==> src/pkg/window_pkg.sv <==
// Operation
// - compare every new result automatically
// - match flag readable directly by software
// - two writable limit bytes, lower and upper
// - limit ordering selects inside or outside
// - upper above lower: strictly between sets flag
// - otherwise: below smaller or above larger
// - single-ended mode compares unsigned
// - differential mode compares two's complement
// - lower 0xFF acts as minus one in differential mode
package window_pkg;
	localparam int          DATA_W          = 8;            // result and limit width
	localparam logic [7:0]  LIMIT_RST       = 8'h00;        // reset value of both limits
	localparam logic [7:0]  SIGN_FLIP       = 8'h80;        // xor mask mapping signed onto unsigned order
endpackage

==> src/rtl/adc_window_detector.sv <==
`timescale 1ns/1ps
module adc_window_detector
	import window_pkg::*;
(
	input  wire logic              sys_clk,
	input  wire logic              rstn,
	input  wire logic              result_valid,        // one-cycle pulse: new conversion result
	input  wire logic [DATA_W-1:0] conversion_result,   // result word, stable while result_valid
	input  wire logic              differential_mode,   // 1: signed compare, 0: unsigned
	input  wire logic              lower_limit_we,      // write strobe for lower limit
	input  wire logic              upper_limit_we,      // write strobe for upper limit
	input  wire logic [DATA_W-1:0] limit_wdata,         // write data for the limits
	input  wire logic              flag_clear,          // one-cycle pulse: clear the match flag
	input  wire logic              irq_enable,          // interrupt enable level
	output logic [DATA_W-1:0]      window_lower_limit,  // lower limit readback
	output logic [DATA_W-1:0]      window_upper_limit,  // upper limit readback
	output logic                   window_match_flag,   // sticky match flag
	output logic                   irq                  // interrupt request
);
	// stored limits, flag and the order-mapped compare terms
	logic [DATA_W-1:0] lower_q;     // lower limit register
	logic [DATA_W-1:0] upper_q;     // upper limit register
	logic              flag_q;      // sticky flag
	logic [DATA_W-1:0] res_m;       // result mapped to unsigned order
	logic [DATA_W-1:0] low_m;       // lower mapped
	logic [DATA_W-1:0] up_m;        // upper mapped
	logic              match;       // window condition holds

	// limit registers written by software
	always_ff @(posedge sys_clk or negedge rstn) begin
		if (!rstn) begin
			// equal zero limits: any nonzero result matches
			lower_q <= LIMIT_RST;
			upper_q <= LIMIT_RST;
		end else begin
			if (lower_limit_we) begin
				lower_q <= limit_wdata;
			end
			if (upper_limit_we) begin
				upper_q <= limit_wdata;
			end
		end
	end

	// flipping the sign bit turns signed order into unsigned order
	always_comb begin
		if (differential_mode) begin
			// signed: sign bit flipped on all three words
			res_m = conversion_result ^ SIGN_FLIP;
			low_m = lower_q ^ SIGN_FLIP;
			up_m  = upper_q ^ SIGN_FLIP;
		end else begin
			// unsigned: words used as they stand
			res_m = conversion_result;
			low_m = lower_q;
			up_m  = upper_q;
		end
	end

	// inside or outside chosen by limit order alone
	// the compare runs every cycle; only a result_valid edge acts on it,
	// with the limits that stand at that edge
	always_comb begin
		if (up_m > low_m) begin
			// upper above lower: strictly between both limits
			match = (res_m > low_m) && (res_m < up_m);
		end else begin
			// reversed or equal limits: below upper or above lower
			match = (res_m < up_m) || (res_m > low_m);
		end
	end

	// sticky flag; a new match wins over a clear
	// a clear that meets a matching result is lost, so software re-reads the flag
	always_ff @(posedge sys_clk or negedge rstn) begin
		if (!rstn) begin
			flag_q <= 1'b0;
		end else if (result_valid && match) begin
			flag_q <= 1'b1;
		// a clear acts only on a cycle without a new match
		end else if (flag_clear) begin
			flag_q <= 1'b0;
		end
	end

	// readbacks come straight from registers; the request is the flag gated by irq_enable
	assign window_lower_limit = lower_q;
	assign window_upper_limit = upper_q;
	assign window_match_flag  = flag_q;
	assign irq                = flag_q & irq_enable;

	// checks on the block's own outputs and compare terms, on the system clock,
	// all held off while reset is low
	// a taken result inside the selected window must set the flag
	property p_set;
		@(posedge sys_clk) disable iff (!rstn) (result_valid && match) |=> window_match_flag;
	endproperty
	a_set: assert property (p_set) else $error("match did not set flag");

	// the flag holds until software clears it
	property p_hold;
		@(posedge sys_clk) disable iff (!rstn) (window_match_flag && !flag_clear) |=> window_match_flag;
	endproperty
	a_hold: assert property (p_hold) else $error("flag dropped without clear");

	// without a matching result the flag stays low
	property p_noset;
		@(posedge sys_clk) disable iff (!rstn)
			(!window_match_flag && !(result_valid && match)) |=> !window_match_flag;
	endproperty
	a_noset: assert property (p_noset) else $error("flag set without match");

	// unsigned inside form against the limits as stored
	property p_inside;
		@(posedge sys_clk) disable iff (!rstn)
			(!differential_mode && upper_q > lower_q) |->
			(match == (conversion_result > lower_q && conversion_result < upper_q));
	endproperty
	a_inside: assert property (p_inside) else $error("inside compare wrong");

	// unsigned outside form, equal limits included
	property p_outside;
		@(posedge sys_clk) disable iff (!rstn)
			(!differential_mode && upper_q <= lower_q) |->
			(match == (conversion_result < upper_q || conversion_result > lower_q));
	endproperty
	a_outside: assert property (p_outside) else $error("outside compare wrong");

	// signed window from minus one to sixteen takes zero to fifteen
	property p_signed;
		@(posedge sys_clk) disable iff (!rstn)
			(differential_mode && lower_q == 8'hFF && upper_q == 8'h10) |->
			(match == (conversion_result < 8'h10));
	endproperty
	a_signed: assert property (p_signed) else $error("signed window wrong");

	// request follows the flag only while enabled
	property p_irq;
		@(posedge sys_clk) disable iff (!rstn) irq == (window_match_flag && irq_enable);
	endproperty
	a_irq: assert property (p_irq) else $error("irq not gated by flag");

	// a lower limit write lands one cycle later
	property p_write;
		@(posedge sys_clk) disable iff (!rstn) lower_limit_we |=> window_lower_limit == $past(limit_wdata);
	endproperty
	a_write: assert property (p_write) else $error("lower limit not written");

	// an upper limit write lands one cycle later
	property p_write_up;
		@(posedge sys_clk) disable iff (!rstn) upper_limit_we |=> window_upper_limit == $past(limit_wdata);
	endproperty
	a_write_up: assert property (p_write_up) else $error("upper limit not written");

	// both strobes together load the same byte into both limits
	property p_write_both;
		@(posedge sys_clk) disable iff (!rstn)
			(lower_limit_we && upper_limit_we) |=> (window_lower_limit == window_upper_limit);
	endproperty
	a_write_both: assert property (p_write_both) else $error("joint write differs");

	// without a strobe the lower limit keeps its value
	property p_keep_low;
		@(posedge sys_clk) disable iff (!rstn) !lower_limit_we |=> $stable(window_lower_limit);
	endproperty
	a_keep_low: assert property (p_keep_low) else $error("lower limit changed unwritten");

	// without a strobe the upper limit keeps its value
	property p_keep_up;
		@(posedge sys_clk) disable iff (!rstn) !upper_limit_we |=> $stable(window_upper_limit);
	endproperty
	a_keep_up: assert property (p_keep_up) else $error("upper limit changed unwritten");

	// a clear with no matching result drops the flag
	property p_clear;
		@(posedge sys_clk) disable iff (!rstn)
			(flag_clear && !(result_valid && match)) |=> !window_match_flag;
	endproperty
	a_clear: assert property (p_clear) else $error("clear did not drop flag");

	// a match and a clear in one cycle leave the flag set
	property p_set_wins;
		@(posedge sys_clk) disable iff (!rstn)
			(flag_clear && result_valid && match) |=> window_match_flag;
	endproperty
	a_set_wins: assert property (p_set_wins) else $error("clear beat a new match");

	// the flag rises only after a taken, matching result
	property p_rise;
		@(posedge sys_clk) disable iff (!rstn) $rose(window_match_flag) |-> $past(result_valid && match);
	endproperty
	a_rise: assert property (p_rise) else $error("flag rose without match");

	// the flag falls only after a clear
	property p_fall;
		@(posedge sys_clk) disable iff (!rstn) $fell(window_match_flag) |-> $past(flag_clear);
	endproperty
	a_fall: assert property (p_fall) else $error("flag fell without clear");

	// signed inside form against the limits as stored
	property p_sinside;
		@(posedge sys_clk) disable iff (!rstn)
			(differential_mode && ($signed(upper_q) > $signed(lower_q))) |->
			(match == (($signed(conversion_result) > $signed(lower_q)) &&
			           ($signed(conversion_result) < $signed(upper_q))));
	endproperty
	a_sinside: assert property (p_sinside) else $error("signed inside compare wrong");

	// signed outside form, equal limits included
	property p_soutside;
		@(posedge sys_clk) disable iff (!rstn)
			(differential_mode && ($signed(upper_q) <= $signed(lower_q))) |->
			(match == (($signed(conversion_result) < $signed(upper_q)) ||
			           ($signed(conversion_result) > $signed(lower_q))));
	endproperty
	a_soutside: assert property (p_soutside) else $error("signed outside compare wrong");

	// equal limits: every result but the limit itself matches, in either mode
	property p_equal;
		@(posedge sys_clk) disable iff (!rstn)
			(upper_q == lower_q) |-> (match == (conversion_result != lower_q));
	endproperty
	a_equal: assert property (p_equal) else $error("equal limits compare wrong");
endmodule

==> config.mk <==
export PLATFORM = sky130hd
export DESIGN_NAME = adc_window_detector
export DESIGN_NICKNAME = d
export VERILOG_FILES = /design/src/pkg/window_pkg.sv /design/src/rtl/adc_window_detector.sv
export SDC_FILE = /design/constraint.sdc
export NUM_CORES = 1
export LEC_CHECK = 0
export BUFFER_PORTS_ARGS = -buffer_cell sky130_fd_sc_hd__buf_2
export CELL_PAD_IN_SITES_DETAIL_PLACEMENT = 1
export CELL_PAD_IN_SITES_GLOBAL_PLACEMENT = 1
export CORE_UTILIZATION = 32
export CTS_CLUSTER_DIAMETER = 40
export CTS_CLUSTER_SIZE = 8
export DETAILED_ROUTE_END_ITERATION = 7
export HOLD_SLACK_MARGIN = 0.12
export PLACE_DENSITY = 0.8
export SKIP_LAST_GASP = 1
export SLEW_MARGIN = 25
export SYNTH_ARGS = -nofsm -noshare
export SYNTH_HDL_FRONTEND = slang
export SYNTH_SLANG_ARGS = --single-unit
==> constraint.sdc <==
create_clock -name sys_clk -period 1.5 [get_ports sys_clk]
set_input_delay 0 -clock sys_clk [delete_from_list [all_inputs] [get_ports sys_clk]]
set_output_delay 0 -clock sys_clk [all_outputs]
set_load 0.02 [all_outputs]
== Yosys cells after proc, flatten, opt, wreduce, memory -nomap -nowiden ==
Index checks and enable logic that the tools add are counted.

* Output and inout port bits: 18
* Word-level logic and storage cells: 20
* Input port bits: 24
* Register bits after elaboration: 17

* Bitwise gates (word level): 4
* Muxes and demuxes: 6
* $lt $le $gt $ge: 3
* Reductions and logical operators: 4

{| class="wikitable"
|+ Operators with widths
! kind !! number
|-
| $mux 8 || 3
|-
| $gt 8x8->1 || 2
|-
| $lt 8x8->1 || 1
|-
| $mux 1 || 3
|-
| $not 1->1 || 3
|-
| $logic_and 1x1->1 || 2
|-
| $reduce_bool 2->1 || 1
|-
| $and 1x1->1 || 1
|-
| $logic_or 1x1->1 || 1
|}

== Longest topological paths before layout ==
Gate-level depths: netlist (run 1).

* Depth in word-level cells: 7
* Gate-level depth with buffers: 8
* Mapped depth without buffers: 8

== Least setup slack after synthesis (run 1) ==
Ideal clock, no wire load.

* Path type: register to register
* From: register lower_q[5], in the netlist window_lower_limit[5]
* To: register flag_q, in the netlist window_match_flag
* Clock period less this slack: 1.794 ns
* Data required time: 1.423 ns
* Arrival time: 1.716 ns
* Slack: -0.294 ns
* Buffers on the path: 0
* Stages on the path, launching flop included: 9
* Library setup time: 0.077 ns
* Path through: dfrtp_1 -> inv_1 -> ha_1 -> a21o_1 -> a21oi_1 -> a21oi_1 -> a2111oi_1 -> a211oi_2 -> a21oi_1

* Word-level cells in the longest chain between the ends: 6
* Elaborated cells between the ends (all ways): 9
* Those cells by class: order compare: 2; mux: 3; reduce/logical: 4

{| class="wikitable"
|+ Ends and longest elaborated chain
! what !! line !! source
|-
| from (decl) || adc_window_detector.sv:21 || <nowiki>logic [DATA_W-1:0] lower_q;</nowiki>
|-
| from (signal assigned) || adc_window_detector.sv:37 || <nowiki>lower_q <= limit_wdata;</nowiki>
|-
| $mux 8 (*) || adc_window_detector.sv:47 || <nowiki>if (differential_mode) begin</nowiki>
|-
| $gt 8x8->1 || adc_window_detector.sv:66, adc_window_detector.sv:69 ||
|-
| $logic_or 1x1->1 / $logic_and 1x1->1 (equally long branches) || adc_window_detector.sv:69, adc_window_detector.sv:66 ||
|-
| $mux 1 (*) || adc_window_detector.sv:64 || <nowiki>if (up_m > low_m) begin</nowiki>
|-
| $logic_and 1x1->1 (*) || adc_window_detector.sv:78 || <nowiki>end else if (result_valid && match) begin</nowiki>
|-
| $mux 1 / $reduce_bool 2->1 (equally long branches) || -- ||
|-
| to (signal assigned) || adc_window_detector.sv:77 || <nowiki>flag_q <= 1'b0;</nowiki>
|-
| to (signal assigned) || adc_window_detector.sv:79 || <nowiki>flag_q <= 1'b1;</nowiki>
|-
| to (signal assigned) || adc_window_detector.sv:82 || <nowiki>flag_q <= 1'b0;</nowiki>
|-
| to (decl) || adc_window_detector.sv:23 || <nowiki>logic flag_q;</nowiki>
|}

Mark *: on every way between the ends. The rest lies on a longest branch, timed or not.
A chain may end at the register's enable or synchronous reset.

== Worst setup path after layout (run 1) ==
* From: register upper_q[4], in the netlist window_upper_limit[4]
* To: register flag_q, in the netlist window_match_flag

* Word-level cells in the longest chain between the ends: 6
* Elaborated cells between the ends (all ways): 9
* Those cells by class: order compare: 2; mux: 3; reduce/logical: 4

{| class="wikitable"
|+ Ends and longest elaborated chain
! what !! line !! source
|-
| from (decl) || adc_window_detector.sv:22 || <nowiki>logic [DATA_W-1:0] upper_q;</nowiki>
|-
| from (signal assigned) || adc_window_detector.sv:40 || <nowiki>upper_q <= limit_wdata;</nowiki>
|-
| $mux 8 (*) || adc_window_detector.sv:47 ||
|-
| $lt 8x8->1 || adc_window_detector.sv:66, adc_window_detector.sv:69 ||
|-
| $logic_or 1x1->1 / $logic_and 1x1->1 (equally long branches) || adc_window_detector.sv:69, adc_window_detector.sv:66 ||
|-
| $mux 1 (*) || adc_window_detector.sv:64 ||
|-
| $logic_and 1x1->1 (*) || adc_window_detector.sv:78 ||
|-
| $mux 1 / $reduce_bool 2->1 (equally long branches) || -- ||
|}

Marked as above.

==> flow_metrics.py, run 1 <==
metrics = {
    "pwr": {
        "finalPower_mw": 1.59,
        "power.leakage_nw": 0.933,
        "ir_drop_mv": 0.591,
        "p_per_area_nw_per_um2": 846,
    },
    "synthesis": {
        "synth_area_leader_cell": "dfrtp_1",
        "avgSynthCellArea_um2": 8.96,
        "syn_area_um2": 1210,
        "ys_types": 28,
        "ys_top_cells_by_area": "dfrtp_1 35%, ha_1 21%, o21ai_0 7.0%",
        "synth_nets": 179,
        "ys_ff_latch": 17,
        "ys_seq_area_frac": 0.352,
        "synth.top_cell.area_share": 0.352,
        "synth_warnings": 0,
        "synth_cells": 135,
    },
    "floorplanning": {
        "core_area_um2": 3470,
        "die_h_um": 63.5,
        "die_w_um": 63.5,
        "fp.dieArea_um2": 4030,
        "num_io_pins": 42,
        "start_util": 0.349,
        "rows": 21,
    },
    "cts": {
        "cts_made_buffers": 3,
        "clockRootBuffer": "clkbuf_8",
        "cts_tree": "built",
        "cts.sinks": 17,
        "h-tree-depth": 1,
        "clk_latency_ns": 0.26,
        "clock_path_buffers": 2,
        "clk_pin_slew_ns": 0.07,
    },
    "detailed_routing": {
        "drt_first_pass_iters": 4,
        "vias": 1343,
        "ant_nets": 0,
        "wire_per_inst_um": 18.2,
        "wl_mm": 4.68,
        "drc_errors": 0,
        "drt_iter0_drc": 52,
        "vias_per_cell": 5.23,
    },
    "timing": {
        "finalSetupTns_ns": -0.345,
        "finalCritPeriodShare": 1.23,
        "hold_viol": 0,
        "grt_setup_unrepaired": "yes",
        "final.setup_skew_ns": 0.00488,
        "tightest_slew_ns": 0.412,
        "relSlewSlack": 0.725,
        "fin_crit_ns": 1.84,
        "fin_ws_ns": -0.345,
        "slew_viol_final": 0,
        "max_freq_mhz": 542,
        "setup_viol": 1,
    },
    "placed_design": {
        "place_ws_ns": -0.275,
        "place.gp.congestion": 0.827,
        "post-dp-hpwl_mm": 3.00,
        "dpl_cell_area_um2": 1610,
        "dp_cells": 236,
        "io_buffers": 41,
    },
    "critical_path": {
        "r2r_cells": 8,
        "worst_r2r_startpoint": "window_upper_limit[4]",
        "arrival_ns": 2.00,
        "start_kind": "register",
        "critPathKind": "register to register",
        "crit_fanout": 3,
        "end_kind": "register",
        "cp-startpoint": "window_upper_limit[4]",
        "cp.required_ns": 1.65,
    },
    "final_layout": {
        "syn_to_final_growth_pct": 54.9,
        "drive_above_1_share": 0.398,
        "design_area_um2": 1870,
        "instances_no_fill": 257,
        "nets": 256,
        "final_common_cell": "buf_2",
        "final_cell_mix": "41 x buf_2, 19 x buf_4, 17 x nand2_1, 17 x ha_1, 15 x dlygate4sd3_1",
        "n_antenna_cell": 0,
    },
    "job": {
        "maxCapViolations": 0,
    },
    "status": {
        "violations": "setup timing",
        "status": "finished with violations",
    },
    "global_routing": {
        "antenna_found_initial": 0,
        "grt_max_degree": 18,
        "grt_pass1_vias": 1372,
        "gr-total-overflow": 0,
        "groute.usage.overall": 0.234,
        "grt_pass1_wl_mm": 7.11,
    },
    "hold_path": {
        "hp-class": "input pin to asynchronous set/reset pin",
    },
}
==> Yosys cell counts <==
| cell | n |
|---|---|
| ha_1 | 20 |
| dfrtp_1 | 17 |
| nand2_1 | 17 |
| o21ai_0 | 17 |
| inv_1 | 14 |
| a21oi_1 | 9 |
| a21o_1 | 5 |
| nand4_1 | 4 |
| nor2_1 | 4 |
| mux2_2 | 3 |
| nand3_1 | 3 |
| clkbuf_1 | 2 |
| nand2b_1 | 2 |
| nor2b_1 | 2 |
| o211ai_1 | 2 |
| or2_1 | 2 |
| a2111oi_1 | 1 |
| a211oi_2 | 1 |
| a221oi_2 | 1 |
| a31oi_1 | 1 |
| and2_1 | 1 |
| and3_1 | 1 |
| and3b_2 | 1 |
| buf_2 | 1 |
| nor3_1 | 1 |
| nor3b_1 | 1 |
| o22a_1 | 1 |
| xor2_1 | 1 |
==> repair_timing <==
item,CTS,global route
hold endpoints to repair,34,0
endpoints found under the setup margin,1,1
setup buffers,0,2
hold buffers,15,0
cloned,0,0
resized for setup,2,8
pin swaps,4,5
==> routing by layer <==
layer	wire length [µm]	share of wire	track usage	vias to the layer above
met5	0	0	0	-
met3	121	0.026	0.0236	15
met4	172	0.037	0.131	0
met2	2270	0.48	0.379	43
met1	2120	0.45	0.301	657
li1	-	-	-	628
==> critical path, cell delays in order, from the launching register on <==
cell      delay [ns]
dfrtp_1         0.40
inv_1           0.08
ha_1            0.34
nand4_1         0.16
and3_1          0.24
o21ai_1         0.12
o21ai_2         0.10
a211oi_2        0.22
a21oi_1         0.06
==> state kept, by name (all words and copies together), names as in the netlist <==
signal              flops
window_match_flag       1
window_lower_limit      8
window_upper_limit      8
==> cell type report <==
class	count	area [µm²]
clock buffer	3	41.3
clock inverter	1	5.00
fill	422	1590
inverter	14	55.1
multi-input combinational	101	786
sequential	17	432
tap	46	57.6
timing repair buffer	75	498
==> power breakdown <==
group	total [mW]	switching [mW]	internal, mW
combinational	0.674	0.372	0.301
sequential	0.548	0.0406	0.507
clock	0.364	0.178	0.185
==> kinds of logic (layout without fill, tap and decap cells) <==
| family | after synthesis | in the layout | synth area share |
|---|---|---|---|
| AND/OR/NAND/NOR | 39 | 39 | 0.158 |
| XOR/XNOR | 1 | 1 | 0.00724 |
| flip-flops | 17 | 17 | 0.352 |
| buffers and inverters | 17 | 93 | 0.0538 |
| multiplexers | 3 | 3 | 0.0279 |
| adder cells (fa/ha/maj) | 20 | 20 | 0.207 |
| AO/OA/AOI/OAI | 38 | 38 | 0.194 |
==> final timing paths <==
check                                        end  slack, ns
min in group sys_clk                         irq       0.32
hold reg to reg                window_match_flag       0.63
hold / removal                 window_match_flag       0.22
setup reg to reg               window_match_flag      -0.34
max in group asynchronous  window_upper_limit[6]       0.96
setup / recovery               window_match_flag      -0.34
==> metrics by stage <==
| step | util | hold slack (ns) |
|---|---|---|
| 3_5_place_dp | 0.465 | -0.0479 |
| 5_1_grt | 0.540 | 0.258 |
| 3_3_place_gp | 0.465 | -0.0571 |
| 2_1_floorplan | - | -0.296 |
| 6_report | 0.540 | 0.225 |
| 4_1_cts | 0.525 | 0.207 |
No activity file was read; power rests on OpenSTA's default activity.
==> run 2, diff against run 1 <==
--- a/config.mk
+++ b/config.mk
@@ -5,10 +5,11 @@
 export SDC_FILE = /design/constraint.sdc
 export NUM_CORES = 1
 export LEC_CHECK = 0
+export ABC_AREA = 1
 export BUFFER_PORTS_ARGS = -buffer_cell sky130_fd_sc_hd__buf_2
 export CELL_PAD_IN_SITES_DETAIL_PLACEMENT = 1
 export CELL_PAD_IN_SITES_GLOBAL_PLACEMENT = 1
-export CORE_UTILIZATION = 32
+export CORE_UTILIZATION = 31
 export CTS_CLUSTER_DIAMETER = 40
 export CTS_CLUSTER_SIZE = 8
 export DETAILED_ROUTE_END_ITERATION = 7
==> flow_metrics.py, run 2 <==
metrics = {
    "synthesis": {
        "ys_seq_area_frac": 0.339,
        "ys_ff_latch": 17,
        "synth_warnings": 0,
        "synthFlopType": "dfrtp_1",
        "synthTopCellsByCount": "59 x nand2_1, 24 x inv_1, 20 x ha_1",
        "synth_nets": 217,
        "ys_top_cells_by_area": "dfrtp_1 34%, ha_1 20%, nand2_1 18%",
        "synth_cells": 173,
        "ys_types": 17,
        "synth_area_leader_cell": "dfrtp_1",
        "synth.top_cell.area_share": 0.339,
        "avgSynthCellArea_um2": 7.25,
        "synthArstFlopShare": 1.00,
        "synth_edf_count": 0,
        "syn_area_um2": 1250,
        "synth_most_common_cell": "nand2_1",
    },
    "critical_path": {
        "start_kind": "register",
        "reg2reg_slack_ns": 0.01,
        "cp.required_ns": 1.65,
        "worst-path-stages": 11,
        "slowest_delay_ns": 0.38,
        "critPathKind": "register to register",
        "end_kind": "register",
        "r2r_cells": 11,
        "crit_fanout": 3,
        "crit_path_top_delay_cell": "dfrtp_1",
        "cpMostUsedCell": "nand2_1",
        "arrival_ns": 1.64,
        "path_buf_inv": 2,
        "critical_path.top_delay_family": "flip-flops",
        "cp_cell_sequence": "inv_2 > ha_1 > inv_1 > nor2_1 > o21ai_0 > nand2_1 > nand2_1 > a21oi_1 > o21ai_1 > nand2_1 > nand2_1",
    },
    "cts": {
        "cts_tree": "built",
        "clk_pin_slew_ns": 0.06,
        "clock_path_buffers": 2,
        "cts.sinks": 17,
        "cts_made_buffers": 3,
        "h-tree-depth": 1,
        "clk_latency_ns": 0.26,
        "clockRootBuffer": "clkbuf_8",
    },
    "job": {
        "maxCapViolations": 0,
    },
    "detailed_routing": {
        "drt_first_pass_iters": 4,
        "drt_iter0_drc": 40,
        "ant_nets": 0,
        "wire_per_inst_um": 11.9,
        "wl_mm": 3.33,
        "drc_errors": 0,
        "vias_per_cell": 4.64,
        "vias": 1295,
    },
    "final_layout": {
        "fin_util": 0.460,
        "drive_above_1_share": 0.251,
        "final_common_cell": "nand2_1",
        "n_antenna_cell": 0,
        "final_cell_mix": "59 x nand2_1, 41 x buf_2, 19 x inv_1",
        "nets": 276,
        "syn_to_final_growth_pct": 38.1,
    },
    "floorplanning": {
        "core_area_um2": 3770,
        "start_util": 0.333,
        "fp.dieArea_um2": 4310,
        "num_io_pins": 42,
        "die_h_um": 65.6,
        "die_w_um": 65.6,
        "rows": 22,
    },
    "global_routing": {
        "grt_max_degree": 18,
        "gr-total-overflow": 0,
        "antenna_found_initial": 0,
        "grt_pass1_wl_mm": 5.68,
        "grt_pass1_vias": 1319,
        "groute.usage.overall": 0.175,
    },
    "timing": {
        "fin_ws_ns": 0.0104,
        "finalSetupTns_ns": 0,
        "slew_viol_final": 0,
        "max_freq_mhz": 671,
        "setup_viol": 0,
        "finalCritPeriodShare": 0.993,
        "grt_setup_unrepaired": "yes",
        "final.setup_skew_ns": 0.00101,
        "tightest_slew_ns": 0.391,
        "hold_viol": 0,
        "fin_hold_ws_ns": 0.118,
        "relSlewSlack": 0.739,
        "fin_crit_ns": 1.49,
    },
    "status": {
        "status": "complete, no violations",
    },
    "placed_design": {
        "io_buffers": 41,
        "place_ws_ns": -0.0308,
        "post-dp-hpwl_mm": 2.61,
        "place.gp.congestion": 0.760,
    },
    "pwr": {
        "power.leakage_nw": 0.965,
        "p_per_area_nw_per_um2": 817,
        "finalPower_mw": 1.42,
        "ir_drop_mv": 0.570,
    },
    "hold_path": {
        "hp-class": "input pin to register",
        "worstHoldPathCells": 3,
    },
}
run 2: worst register-to-register path, delay by kind of cell, from the launching register on:
| family | cells | cell delay, ns |
|---|---|---|
| flip-flops | 1 | 0.38 |
| adder cells (fa/ha/maj) | 1 | 0.30 |
| AO/OA/AOI/OAI | 3 | 0.31 |
| buffers and inverters | 2 | 0.11 |
| AND/OR/NAND/NOR | 5 | 0.29 |
run 2: area by class of cell:
cell class	instances	area, µm²
Clock buffer	4	45.0
Inverter	26	97.6
Tap cell	48	60.1
Sequential cell	17	425
Fill cell	507	2040
Multi-Input combinational cell	128	749
Timing Repair Buffer	56	355
run 2: what timing repair did:
action / 4_1_cts / 5_1_grt
gates resized for setup: 2 / 7
hold endpoints to repair: 34 / 0
pin swaps: 0 / 2
hold buffers: 15 / 0
endpoints found under the setup margin: 1 / 1
buffers inserted: 0 / 0
run 2: logic make-up (layout without fill, tap and decap cells):
| kind of cell | count (synthesis) | after routing | share of synthesized area |
|---|---|---|---|
| mux | 1 | 1 | 0.00897 |
| simple gates | 81 | 81 | 0.261 |
| compound gates | 26 | 26 | 0.108 |
| buf+inv | 28 | 86 | 0.0838 |
| flops | 17 | 17 | 0.339 |
| fa+ha+maj | 20 | 20 | 0.199 |
run 2: metal layers:
metal | up-vias | global-route usage | part of all wire | routed length [µm]
met3 | 7 | 0.0469 | 0.044 | 147
met5 | - | 0 | 0 | 0
met2 | 33 | 0.307 | 0.48 | 1600
met1 | 592 | 0.205 | 0.46 | 1550
li1 | 663 | - | - | -
met4 | 0 | 0.0489 | 0.013 | 44
run 2: power breakdown:
| group | total (mW) | switching [mW] | leakage (nW) | internal (mW) |
|---|---|---|---|---|
| clock network | 0.347 | 0.158 | 0.0228 | 0.189 |
| logic | 0.521 | 0.312 | 0.736 | 0.209 |
| registers | 0.548 | 0.0432 | 0.206 | 0.505 |
| total | 1.42 | 0.514 | 0.965 | 0.903 |
run 2: worst paths after layout:
path / start / to
setup reg to reg: window_lower_limit[1] / window_match_flag
max in group asynchronous: rstn / window_lower_limit[2]
hold / removal: lower_limit_we / window_lower_limit[5]
hold reg to reg: window_upper_limit[1] / window_upper_limit[1]
setup / recovery: window_lower_limit[1] / window_match_flag
min in group asynchronous: rstn / window_lower_limit[1]
run 2: through the flow:
step                instance area (µm²)  std cells
floorplan                          1250        173
global placement                   1510        260
detailed placement                 1510        260
CTS                                1710        279
global route                       1730        279
finish                             1730        279
